<file path="src/core/timer2_consts.svh">
// constants of the timer 2 capture and reload block: offsets, fields,
// reset values and timing counts; assumes a byte-wide register port.
//
// Notes on behaviour
// RULE_01: mode bit 0 and trigger pin level set direction in reload mode.
// RULE_02: capture event copies the low count byte into low capture register.
// RULE_03: low capture register gives the reload value's low byte.
// RULE_04: same capture event copies the high count byte into high register.
// RULE_05: high capture register gives the reload value's high byte.
// RULE_06: software reads and writes the low count byte.
// RULE_07: software reads and writes the high count byte, carried from low.
// RULE_08: overflow, or down-count match with capture value, sets the flag.
// RULE_09: trigger falling edge acts only with external enable set.
// RULE_10: select 0 reloads on overflow or edge; select 1 captures on edge. Edge reload here needs run set and down-count off.
// RULE_11: clearing run halts counter and keeps its sixteen-bit count.
// RULE_12: down-count mode counts up while pin high, down while low.
`ifndef TIMER2_CONSTS_SVH
`define TIMER2_CONSTS_SVH

// register offsets
`define T2_ADDR_CTRL 8'hc8
`define T2_ADDR_MODE 8'hc9
`define T2_ADDR_RCAPL 8'hca
`define T2_ADDR_RCAPH 8'hcb
`define T2_ADDR_CNTL 8'hcc
`define T2_ADDR_CNTH 8'hcd
`define T2_ADDR_STAT 8'hce
`define T2_ADDR_MASK 8'hcf

// control register fields
`define T2_CTRL_OVF 7
`define T2_CTRL_EXTF 6
`define T2_CTRL_EXTEN 3
`define T2_CTRL_RUN 2
`define T2_CTRL_CPSEL 0
// mode register field
`define T2_MODE_DOWN_COUNT_ENABLE 0

// interrupt status and mask fields
`define T2_EV_OVF 0
`define T2_EV_EXT 1
`define T2_EV_WIDTH 2

// reset, underflow reload and count limit values
`define T2_RESET_BYTE 8'h00
`define T2_DOWN_RELOAD 16'hffff
`define T2_COUNT_MAX 16'hffff

// core clocks per count tick
`define T2_TICK_DIV 12

`endif

</file>
<file path="src/core/timer2_pkg.sv">
// types shared by the timer 2 capture and reload block.
// assumes the constants header is included by the design files.
package timer2_pkg;

	// direction the counter takes in the current cycle
	typedef enum logic [1:0] {
		CNT_HOLD = 2'b00,
		CNT_UP = 2'b01,
		CNT_DOWN = 2'b10
	} count_dir_type;

endpackage

</file>
<file path="src/core/timer2_capture_reload.sv">
// sixteen-bit timer with capture and auto-reload, byte registers on a
// plain strobe port; assumes trigger pin synchronous to clk at 40 MHz.
`include "timer2_consts.svh"
`timescale 1ns/1ps
`default_nettype none

module timer2_capture_reload #(
	parameter int TICK_DIV = `T2_TICK_DIV
) (
	// clock and reset
	input wire logic clk,
	input wire logic resetn,
	// register port
	input wire logic [7:0] addr,
	input wire logic [7:0] wdata,
	input wire logic wrStb,
	input wire logic rdStb,
	output logic [7:0] rdata,
	// external trigger
	input wire logic extTriggerPin,
	// interrupt
	output logic irq
);

	////////////////////////////////////////////////////////////////////////
	// address decode

	function automatic logic hit(input logic [7:0] a, input logic [7:0] off);
		hit = (a == off);
	endfunction

	logic wrCtrl;
	logic wrMode;
	logic wrRcapL;
	logic wrRcapH;
	logic wrCntL;
	logic wrCntH;
	logic wrStat;
	logic wrMask;

	assign wrCtrl = wrStb && hit(addr, `T2_ADDR_CTRL);
	assign wrMode = wrStb && hit(addr, `T2_ADDR_MODE);
	assign wrRcapL = wrStb && hit(addr, `T2_ADDR_RCAPL);
	assign wrRcapH = wrStb && hit(addr, `T2_ADDR_RCAPH);
	assign wrCntL = wrStb && hit(addr, `T2_ADDR_CNTL);
	assign wrCntH = wrStb && hit(addr, `T2_ADDR_CNTH);
	assign wrStat = wrStb && hit(addr, `T2_ADDR_STAT);
	assign wrMask = wrStb && hit(addr, `T2_ADDR_MASK);

	////////////////////////////////////////////////////////////////////////
	// control and mode registers

	logic ovfFlag_r;
	logic extFlag_r;
	logic extEnable_r;
	logic run_r;
	logic capSel_r;
	logic downEn_r;

	always_ff @(posedge clk) begin
		if (!resetn) begin
			extEnable_r <= 1'b0;
			run_r <= 1'b0;
			capSel_r <= 1'b0;
		end else if (wrCtrl) begin
			extEnable_r <= wdata[`T2_CTRL_EXTEN];
			run_r <= wdata[`T2_CTRL_RUN];
			capSel_r <= wdata[`T2_CTRL_CPSEL];
		end
	end

	always_ff @(posedge clk) begin
		if (!resetn) begin
			downEn_r <= 1'b0;
		end else if (wrMode) begin
			downEn_r <= wdata[`T2_MODE_DOWN_COUNT_ENABLE];
		end
	end

	////////////////////////////////////////////////////////////////////////
	// tick divider: one count step per machine cycle

	localparam int PW = (TICK_DIV > 1) ? $clog2(TICK_DIV) : 1;
	localparam logic [PW-1:0] PRE_LAST = PW'(TICK_DIV - 1);

	logic [PW-1:0] pre_r;
	logic tick;

	always_ff @(posedge clk) begin
		if (!resetn) begin
			pre_r <= '0;
		end else if (!run_r || pre_r == PRE_LAST) begin
			pre_r <= '0;
		end else begin
			pre_r <= pre_r + PW'(1);
		end
	end

	assign tick = run_r && (pre_r == PRE_LAST);

	////////////////////////////////////////////////////////////////////////
	// trigger pin

	logic trigFall;
	logic trigEvent;

	fall_detect trigEdge (
		.clk(clk),
		.resetn(resetn),
		.pinLevel(extTriggerPin),
		.fall(trigFall)
	);

	assign trigEvent = trigFall && extEnable_r; // RULE_09

	////////////////////////////////////////////////////////////////////////
	// count path

	logic [7:0] rcapLo_r;
	logic [7:0] rcapHi_r;
	logic [7:0] cntLo_r;
	logic [7:0] cntHi_r;
	logic [15:0] count;
	logic [15:0] rcap;
	logic [15:0] count_nxt;
	logic downMode;
	logic overflowUp;
	logic underflowDown;
	logic reloadEv;
	logic captureEv;
	logic ovfEv;
	logic extEv;
	timer2_pkg::count_dir_type dir;

	assign count = {cntHi_r, cntLo_r};
	assign rcap = {rcapHi_r, rcapLo_r};

	// direction pin only matters in reload mode with down-count on
	assign downMode = downEn_r && !capSel_r; // RULE_01

	always_comb begin
		if (!tick) begin
			dir = timer2_pkg::CNT_HOLD; // RULE_11
		end else if (downMode && !extTriggerPin) begin
			dir = timer2_pkg::CNT_DOWN; // RULE_12
		end else begin
			dir = timer2_pkg::CNT_UP; // RULE_12
		end
	end

	assign overflowUp = (dir == timer2_pkg::CNT_UP) &&
		(count == `T2_COUNT_MAX);
	assign underflowDown = (dir == timer2_pkg::CNT_DOWN) && (count == rcap);
	// in down-count mode the pin steers direction, so edges do not reload
	// halted counter keeps its count, so edges reload only while running
	assign reloadEv = !capSel_r &&
		(overflowUp || (trigEvent && !downMode && run_r)); // RULE_10 RULE_11
	assign captureEv = capSel_r && trigEvent; // RULE_10
	assign ovfEv = overflowUp || underflowDown; // RULE_08
	assign extEv = trigEvent && !downMode;

	always_comb begin
		case (dir)
			timer2_pkg::CNT_HOLD: count_nxt = count;
			timer2_pkg::CNT_UP: count_nxt = count + 16'h0001; // RULE_07
			timer2_pkg::CNT_DOWN: count_nxt = count - 16'h0001;
			default: count_nxt = count;
		endcase
		if (underflowDown) begin
			count_nxt = `T2_DOWN_RELOAD;
		end
		if (reloadEv) begin
			count_nxt = rcap; // RULE_03 RULE_05
		end
	end

	// a software write to a count byte wins over counting in that cycle
	always_ff @(posedge clk) begin
		if (!resetn) begin
			cntLo_r <= `T2_RESET_BYTE;
		end else if (wrCntL) begin
			cntLo_r <= wdata; // RULE_06
		end else begin
			cntLo_r <= count_nxt[7:0];
		end
	end

	always_ff @(posedge clk) begin
		if (!resetn) begin
			cntHi_r <= `T2_RESET_BYTE;
		end else if (wrCntH) begin
			cntHi_r <= wdata; // RULE_07
		end else begin
			cntHi_r <= count_nxt[15:8];
		end
	end

	// hardware capture wins over a software write so no capture is lost
	always_ff @(posedge clk) begin
		if (!resetn) begin
			rcapLo_r <= `T2_RESET_BYTE;
			rcapHi_r <= `T2_RESET_BYTE;
		end else if (captureEv) begin
			rcapLo_r <= cntLo_r; // RULE_02
			rcapHi_r <= cntHi_r; // RULE_04
		end else begin
			if (wrRcapL) begin
				rcapLo_r <= wdata;
			end
			if (wrRcapH) begin
				rcapHi_r <= wdata;
			end
		end
	end

	////////////////////////////////////////////////////////////////////////
	// flags: hardware set beats software clear

	always_ff @(posedge clk) begin
		if (!resetn) begin
			ovfFlag_r <= 1'b0;
		end else begin
			ovfFlag_r <= ovfEv || (wrCtrl ? wdata[`T2_CTRL_OVF] : ovfFlag_r);
		end
	end

	always_ff @(posedge clk) begin
		if (!resetn) begin
			extFlag_r <= 1'b0;
		end else begin
			extFlag_r <= extEv ||
				(wrCtrl ? wdata[`T2_CTRL_EXTF] : extFlag_r);
		end
	end

	////////////////////////////////////////////////////////////////////////
	// interrupt

	logic [`T2_EV_WIDTH-1:0] evVec;
	logic [`T2_EV_WIDTH-1:0] statVal;
	logic [`T2_EV_WIDTH-1:0] maskVal;

	always_comb begin
		evVec = '0;
		evVec[`T2_EV_OVF] = ovfEv;
		evVec[`T2_EV_EXT] = extEv;
	end

	irq_status #(
		.WIDTH(`T2_EV_WIDTH)
	) irqUnit (
		.clk(clk),
		.resetn(resetn),
		.events(evVec),
		.statWrite(wrStat),
		.maskWrite(wrMask),
		.wdata(wdata[`T2_EV_WIDTH-1:0]),
		.status(statVal),
		.mask(maskVal),
		.irq(irq)
	);

	////////////////////////////////////////////////////////////////////////
	// read port: data valid only in the cycle after the strobe

	logic [7:0] rdata_r;
	logic [7:0] ctrlVal;

	always_comb begin
		ctrlVal = 8'h00;
		ctrlVal[`T2_CTRL_OVF] = ovfFlag_r;
		ctrlVal[`T2_CTRL_EXTF] = extFlag_r;
		ctrlVal[`T2_CTRL_EXTEN] = extEnable_r;
		ctrlVal[`T2_CTRL_RUN] = run_r;
		ctrlVal[`T2_CTRL_CPSEL] = capSel_r;
	end

	always_ff @(posedge clk) begin
		if (!resetn || !rdStb) begin
			rdata_r <= 8'h00;
		end else begin
			case (addr)
				`T2_ADDR_CTRL: rdata_r <= ctrlVal;
				`T2_ADDR_MODE: rdata_r <= {7'h00, downEn_r};
				`T2_ADDR_RCAPL: rdata_r <= rcapLo_r;
				`T2_ADDR_RCAPH: rdata_r <= rcapHi_r;
				`T2_ADDR_CNTL: rdata_r <= cntLo_r; // RULE_06
				`T2_ADDR_CNTH: rdata_r <= cntHi_r; // RULE_07
				`T2_ADDR_STAT: rdata_r <= {6'h00, statVal};
				`T2_ADDR_MASK: rdata_r <= {6'h00, maskVal};
				default: rdata_r <= 8'h00;
			endcase
		end
	end

	assign rdata = rdata_r;

	logic cntWrite;
	assign cntWrite = wrCntL || wrCntH;
endmodule

`default_nettype wire

</file>
<file path="src/core/fall_detect.sv">
// falling edge detector for the external trigger pin.
// assumes the pin is already synchronous to clk.
`timescale 1ns/1ps
`default_nettype none

module fall_detect (
	// clock and reset
	input wire logic clk,
	input wire logic resetn,
	// pin and edge
	input wire logic pinLevel,
	output logic fall
);

	logic prev_r;

	// idles high so a pin held low out of reset gives an edge in the first cycle
	always_ff @(posedge clk) begin
		if (!resetn) begin
			prev_r <= 1'b1;
		end else begin
			prev_r <= pinLevel;
		end
	end

	assign fall = prev_r && !pinLevel;

endmodule

`default_nettype wire

</file>
<file path="src/core/irq_status.sv">
// sticky event status, write-one-to-clear, with mask and level interrupt.
// assumes write strobes are single-cycle and already decoded.
`timescale 1ns/1ps
`default_nettype none

module irq_status #(
	parameter int WIDTH = 2
) (
	// clock and reset
	input wire logic clk,
	input wire logic resetn,
	// events and software access
	input wire logic [WIDTH-1:0] events,
	input wire logic statWrite,
	input wire logic maskWrite,
	input wire logic [WIDTH-1:0] wdata,
	// state and interrupt
	output logic [WIDTH-1:0] status,
	output logic [WIDTH-1:0] mask,
	output logic irq
);

	logic [WIDTH-1:0] status_r;
	logic [WIDTH-1:0] mask_r;
	logic [WIDTH-1:0] status_nxt;
	logic irq_r;

	// a new event beats a clear in the same cycle
	always_comb begin
		status_nxt = status_r;
		if (statWrite) begin
			status_nxt = status_r & ~wdata;
		end
		status_nxt = status_nxt | events;
	end

	always_ff @(posedge clk) begin
		if (!resetn) begin
			status_r <= '0;
		end else begin
			status_r <= status_nxt;
		end
	end

	always_ff @(posedge clk) begin
		if (!resetn) begin
			mask_r <= '0;
		end else if (maskWrite) begin
			mask_r <= wdata;
		end
	end

	always_ff @(posedge clk) begin
		if (!resetn) begin
			irq_r <= 1'b0;
		end else begin
			irq_r <= |(status_nxt & mask_r);
		end
	end

	assign status = status_r;
	assign mask = mask_r;
	assign irq = irq_r;

endmodule

`default_nettype wire

</file>
<file path="config.mk">
export PLATFORM = sky130hd
export DESIGN_NAME = timer2_capture_reload
export DESIGN_NICKNAME = d
export VERILOG_FILES = /design/src/core/timer2_pkg.sv /design/src/core/timer2_capture_reload.sv /design/src/core/fall_detect.sv /design/src/core/irq_status.sv
export VERILOG_INCLUDE_DIRS = /design/src /design/src/core
export SDC_FILE = /design/constraint.sdc
export NUM_CORES = 1
export LEC_CHECK = 0
export ABC_CLOCK_PERIOD_IN_PS = 3800
export BUFFER_PORTS_ARGS = -buffer_cell sky130_fd_sc_hd__clkbuf_2
export CORE_MARGIN = 2
export CORE_UTILIZATION = 60
export CTS_CLUSTER_DIAMETER = 200
export DETAILED_ROUTE_END_ITERATION = 7
export GPL_ROUTABILITY_DRIVEN = 0
export GPL_TIMING_DRIVEN = 0
export HOLD_SLACK_MARGIN = 0.02
export PLACE_DENSITY = 0.8
export SETUP_SLACK_MARGIN = 0.15
export SYNTH_ARGS = -nofsm -noshare
export SYNTH_HDL_FRONTEND = slang
export SYNTH_SLANG_ARGS = --single-unit
</file>
<file path="constraint.sdc">
create_clock -name clk -period 3.8 [get_ports clk]
set_clock_uncertainty 0.1 [all_clocks]
set_input_delay 0 -clock clk [delete_from_list [all_inputs] [get_ports clk]]
set_output_delay 0 -clock clk [all_outputs]
set_load 0.02 [all_outputs]
</file>
After elaboration in Yosys (flattened, before gate mapping)
Cells that the tools add are included.

Add/subtract/negate cells: 3. Eq/ne operators: 13. Mux-type cells: 15. Bitwise operators: 5. Reductions and logical operators: 37.

Operators with widths (number): equality test 8 bit (second input constant) (8); case mux 8 bit (8 select lines) (1); two-way mux 8 bit (6); two-way mux 16 bit (2); case mux 16 bit (2 select lines) (1); logical AND 1 bit (19); adder 16 x 1 -> 16 bit (second input constant) (1); equality test 16 bit (1); equality test 16 bit (second input constant) (1); subtractor 16 x 1 -> 16 bit (second input constant) (1); nonzero test 5 bit (2); logical NOT 1 bit (6); logical OR 1 bit (6); two-way mux 2 bit (3); adder 4 x 1 -> 4 bit (second input constant) (1); bitwise AND 2 bit (2); equality test 4 bit (second input constant) (1); nonzero test 2 bit (2); OR reduction 2 bit (2); equality test 2 x 1 -> 1 bit (second input constant) (1); equality test 2 bit (second input constant) (1); two-way mux 1 bit (2); NOT 2 bit (1); OR 2 bit (1); NOT 1 bit (1).

Register bits: 56. Bits of input ports: 21. Output and inout port bits: 9. Logic and storage cells: 89.

Logic depth before layout (Yosys ltp)
Word-level depth: 11. Gate-level depth with buffers: 14. Mapped depth without buffers: 11.

Cells and area by module
From an unflattened synthesis, not the netlist that was laid out.

Cells, all modules: 449. Area total of the unflattened synthesis: 3666.0 um^2.

Modules (own cells, without submodules): timer2_capture_reload (instances 1, cells each 428, area each 3449.6 um^2); irq_status (instances 1, cells each 18, area each 183.9 um^2); fall_detect (instances 1, cells each 3, area each 32.5 um^2).

Least setup slack after synthesis
OpenSTA, ideal clock, no wires.

Path type: register to register. From: reg pre_r[0]. To: reg cntHi_r[4]. Arrival time: 2.973 ns. Required time: 3.564 ns. Setup slack: 0.591 ns. Stages on the path, launching flop included: 14. Buffers on the path: 2. Period minus slack after synthesis: 3.209 ns. Cell sequence: dfxtp_1 > ha_1 > nand3b_2 > or2_1 > buf_6 > xnor2_1 > ha_1 > or4_1 > clkbuf_1 > or4_1 > o32ai_1 > xor2_1 > a2111oi_0 > a211oi_1.

Longest elaborated chain between the ends: 9. Elaborated cells between the ends (all ways): 14. Those cells by class: eq/ne: 3; mux: 5; reduce/logical: 6.

RTL lines: start: declaration (line timer2_capture_reload.sv:86) `logic [PW-1:0] pre_r;`; start signal: assignment (line timer2_capture_reload.sv:95) `pre_r <= pre_r + PW'(1);`; equality test 4 bit (*) (line timer2_capture_reload.sv:99) `assign tick = run_r && (pre_r == PRE_LAST);`; logical AND 1 bit (*) (line timer2_capture_reload.sv:99); two-way mux 2 bit (*) (line timer2_capture_reload.sv:142) `if (!tick) begin`; parallel branches: the longest is 6 deep, another holds case mux 16 bit (2 select lines); end signal: assignment (line timer2_capture_reload.sv:190) `` cntHi_r <= `T2_RESET_BYTE; ``; end signal: assignment (line timer2_capture_reload.sv:192) `cntHi_r <= wdata;`; end signal: assignment (line timer2_capture_reload.sv:194) `cntHi_r <= count_nxt[15:8];`; end: declaration (line timer2_capture_reload.sv:122) `logic [7:0] cntHi_r;`.

Every way passes the cells marked *. A chain may end at the register's enable or synchronous reset.

Worst setup path in the final report
Same ends and word-level chain as after synthesis.

==> flow_metrics.py <==
metrics = {
    "synth": {
        "synth_ff_type": "dfxtp_1",
        "yosys_warnings": 0,
        "ys_async_sr_fraction_pct": 0,
        "synthTopCellsByArea": "dfxtp_1, mux2i_1, xnor2_1, o211a_1, nand2_1",
        "seq_area_frac_synth_pct": 29.6,
        "synth_edf_count": 0,
        "syn_nets": 458,
        "synth_top_area_share_pct": 29.6,
        "synth_cell_types": 68,
        "netlist_area_mm2": 0.00379,
        "synth-seq-cells": 56,
        "syn-mean-instance-area_um2": 8.72,
        "synthesis.instances": 435,
        "synth_largest_area_cell": "dfxtp_1",
    },
    "timing": {
        "post-route-min-period_ps": 3450,
        "relSlewSlack_pct": 38.8,
        "slew_violations": 0,
        "whs_ps": 47.5,
        "post-route-period-util_pct": 90.7,
        "finalHoldViolCount": 0,
        "tightest_slew_ps": 908,
        "clock.fmax_ghz": 0.290,
        "timing.setup.tns_ps": 0,
        "setup_violations": 0,
        "rsz0062_at_grt": "no",
    },
    "clocking": {
        "path_clk_slew_ps": 110,
        "clkSinkCount": 56,
        "cts_tree": "done",
        "cts_inserted_buffers": 5,
        "h-tree-depth": 2,
        "worstSkewPairLatency_ps": 320,
        "cts.path.max_buffers": 2,
        "cts-root-buf": "clkbuf_8",
    },
    "setup_path": {
        "slowest_stage": "or4_1",
        "slowest_delay_ps": 420,
        "path_cells": "ha_2 -> nand3b_4 -> or2_1 -> buf_6 -> xnor2_1 -> ha_1 -> or4_1 -> clkbuf_1 -> or4_1 -> o32ai_1 -> xor2_1 -> a2111oi_2 -> a211oi_1",
        "r2r-end": "cntHi_r[4]$_SDFFE_PN0P_",
        "r2r_slack_ps": 350,
        "crit_top_cell": "or4_1",
        "critPathArrivalTime_ps": 3550,
        "r2r_cells": 13,
        "cp_max_fo": 10,
        "worstPathRequired_ps": 3910,
        "cp-start-kind": "register",
        "critPathBufInv": 2,
        "r2r-start": "pre_r[0]$_SDFF_PP0_",
        "crit_family": "simple AND/OR/NAND/NOR gates",
        "worst-setup-path-type": "register to register",
        "endpoint_kind": "register",
    },
    "grt": {
        "overflow": 0,
        "grt_pass1_vias": 3581,
        "grt_max_degree": 18,
        "antenna_found_initial": 0,
        "grt_use_total_pct": 34.0,
        "grt_pass1_wl_um": 18800,
    },
    "power_and_ir_drop": {
        "p_leak_nw": 1.89,
        "total_power_mw": 1.00,
        "vdd_drop_max_v": 0.000206,
        "powerDensity_mw_per_mm2": 238,
    },
    "drt": {
        "wl_met2_um": 5120,
        "via_count": 3943,
        "ant_nets": 0,
        "wirelength_met1_um": 4790,
        "firstDrtPassIters": 5,
        "dr.max_layer_used": "met4",
        "wl_per_cell_um": 21.7,
        "wl_met3_um": 1510,
        "routed_wl_um": 12000,
        "initialDrtViolationCount": 751,
        "drcViolationCount": 0,
        "via_per_inst": 7.13,
    },
    "floorplanning": {
        "initial_core_util_pct": 62.9,
        "ios": 30,
        "die_w_um": 83.5,
        "core_mm2": 0.00603,
        "num_rows": 28,
        "die-area_mm2": 0.00697,
        "die_h_um": 83.5,
    },
    "cells_and_area": {
        "fill_cells": 520,
        "drive_gt1_share_pct": 16.3,
        "area_growth_pct": 11.3,
        "fin_util_pct": 70.0,
        "num-nets-final": 500,
        "diodes": 0,
    },
    "status": {
        "status": "finished, final reports clean",
    },
    "placement": {
        "port_buffers": 25,
        "dp_hpwl_um": 8670,
    },
    "worst_hold_path": {
        "whs_path_depth": 5,
        "hold_path_class": "input pin to register",
        "hold_end": "downEn_r$_SDFFE_PN0P_",
        "min-delay-start": "wrStb",
    },
    "flow_run": {
        "drv_cap": 0,
    },
}
[cells in the mapped netlist, types with 3 or more instances]
cell type,instances
a211oi_1,4
a21boi_0,3
a21oi_1,21
a22o_1,4
a22oi_1,8
a31oi_1,5
a41oi_1,3
and3_1,4
buf_2,6
buf_6,9
clkbuf_1,21
dfxtp_1,56
inv_1,3
mux2_2,6
mux2i_1,27
nand2_1,35
nand2b_1,4
nand3_1,9
nand4_1,12
nand4b_1,3
nor2_1,29
nor3_1,9
nor3b_1,5
nor4_1,7
o211a_1,16
o21ai_0,14
o221ai_1,10
o22ai_1,6
o31ai_1,3
o32ai_1,3
or3_1,5
or4_1,7
xnor2_1,26
xor2_1,7
[placed cells by master (no fill, tap or decap), types with 5 or more instances in the layout]
cell type | Yosys | routed
nand2_1 | 35 | 35
nor3b_1 | 5 | 5
mux2i_1 | 27 | 27
or4_1 | 7 | 7
xor2_1 | 7 | 7
nor2_1 | 29 | 29
buf_6 | 9 | 9
or3_1 | 5 | 5
o211a_1 | 16 | 16
clkbuf_2 | 0 | 25
nand3_1 | 9 | 9
clkbuf_8 | 0 | 5
a31oi_1 | 5 | 5
nor3_1 | 9 | 9
a21oi_1 | 21 | 21
buf_2 | 6 | 6
mux2_2 | 6 | 6
o221ai_1 | 10 | 10
nand4_1 | 12 | 12
xnor2_1 | 26 | 26
dlygate4sd3_1 | 0 | 10
clkbuf_1 | 21 | 22
a22oi_1 | 8 | 8
nor4_1 | 7 | 7
dfxtp_1 | 56 | 55
o21ai_0 | 14 | 14
o22ai_1 | 6 | 6
[sequential cells by signal (all words and copies together), names as in the netlist, 2 cells and up]
| signal | cells |
|---|---|
| pre_r | 4 |
| rdata | 8 |
| cntHi_r | 8 |
| irqUnit.status | 2 |
| rcapHi_r | 8 |
| cntLo_r | 8 |
| rcapLo_r | 8 |
| irqUnit.mask | 2 |
[what timing repair did]
item | 4_1_cts | 5_1_grt
buffers inserted | 0 | 0
endpoints found under the setup margin | 1 | 1
gates resized for setup | 1 | 4
pin swaps | 0 | 1
endpoints found under the hold margin | 14 | 0
hold buffers | 10 | 0
[worst min-delay path, stage by stage]
cell and delay (ps):
clkbuf_2 130, nand2_1 70, nor2_1 50, mux2i_1 120
nor2_1 80
[report_power, final]
part | internal, mW | leakage, nW | switching (mW)
Combinational | 0.0269 | 1.40 | 0.0443
Sequential | 0.588 | 0.452 | 0.000934
Clock | 0.132 | 0.0414 | 0.212
[stage by stage]
step / setup WS (ps) / std cells / cell area [um2]
finish: 353 / 553 / 4220
global route: 186 / 553 / 4220
CTS: 159 / 553 / 4200
detailed placement: 94.5 / 535 / 4010
global placement: 194 / 535 / 4010
floorplan: 591 / 435 / 3790
[per-layer routing]
layer	track usage (%)	vias up
met5	0	-
met4	14.8	0
li1	-	1737
met3	7.72	77
met1	47.0	1806
met2	51.2	323
[cell type report]
type,instances,area (um2),area share [%]
tap,75,93.8,2.22
buffer,40,233,5.52
inverter,4,15.0,0.356
multi-input combinational,335,2440,57.8
clock inverter,2,16.3,0.386
timing repair buffer,35,225,5.34
sequential,56,1120,26.6
clock buffer,6,72.6,1.72
[logic make-up (layout without fill, tap and decap cells)]
| logic type | count (synthesis) | after routing | share of synthesized area [%] |
|---|---|---|---|
| AOI/OAI and AO/OA | 115 | 115 | 22.4 |
| xor gates and xnor gates | 33 | 33 | 7.62 |
| adders and majority gates | 2 | 2 | 0.660 |
| buffers and inverters | 44 | 87 | 6.53 |
| DFF | 56 | 56 | 29.6 |
| muxes | 36 | 36 | 10.8 |
| and+or+nand+nor | 149 | 149 | 22.4 |
[worst max path at each step]
| stage | from | endpoint | cells past startpoint |
|---|---|---|---|
| 6_report | pre_r[0]$_SDFF_PP0_ | cntHi_r[4]$_SDFFE_PN0P_ | 13 |
| 3_3_place_gp | pre_r[0]$_SDFF_PP0_ | cntHi_r[4]$_SDFFE_PN0P_ | 13 |
| 2_1_floorplan | pre_r[0]$_SDFF_PP0_ | cntHi_r[4]$_SDFFE_PN0P_ | 13 |
| 5_1_grt | pre_r[0]$_SDFF_PP0_ | cntHi_r[4]$_SDFFE_PN0P_ | 13 |
| 3_5_place_dp | pre_r[0]$_SDFF_PP0_ | cntHi_r[4]$_SDFFE_PN0P_ | 13 |
| 4_1_cts | pre_r[0]$_SDFF_PP0_ | cntHi_r[4]$_SDFFE_PN0P_ | 13 |
No activity file was read; power rests on OpenSTA's default activity.
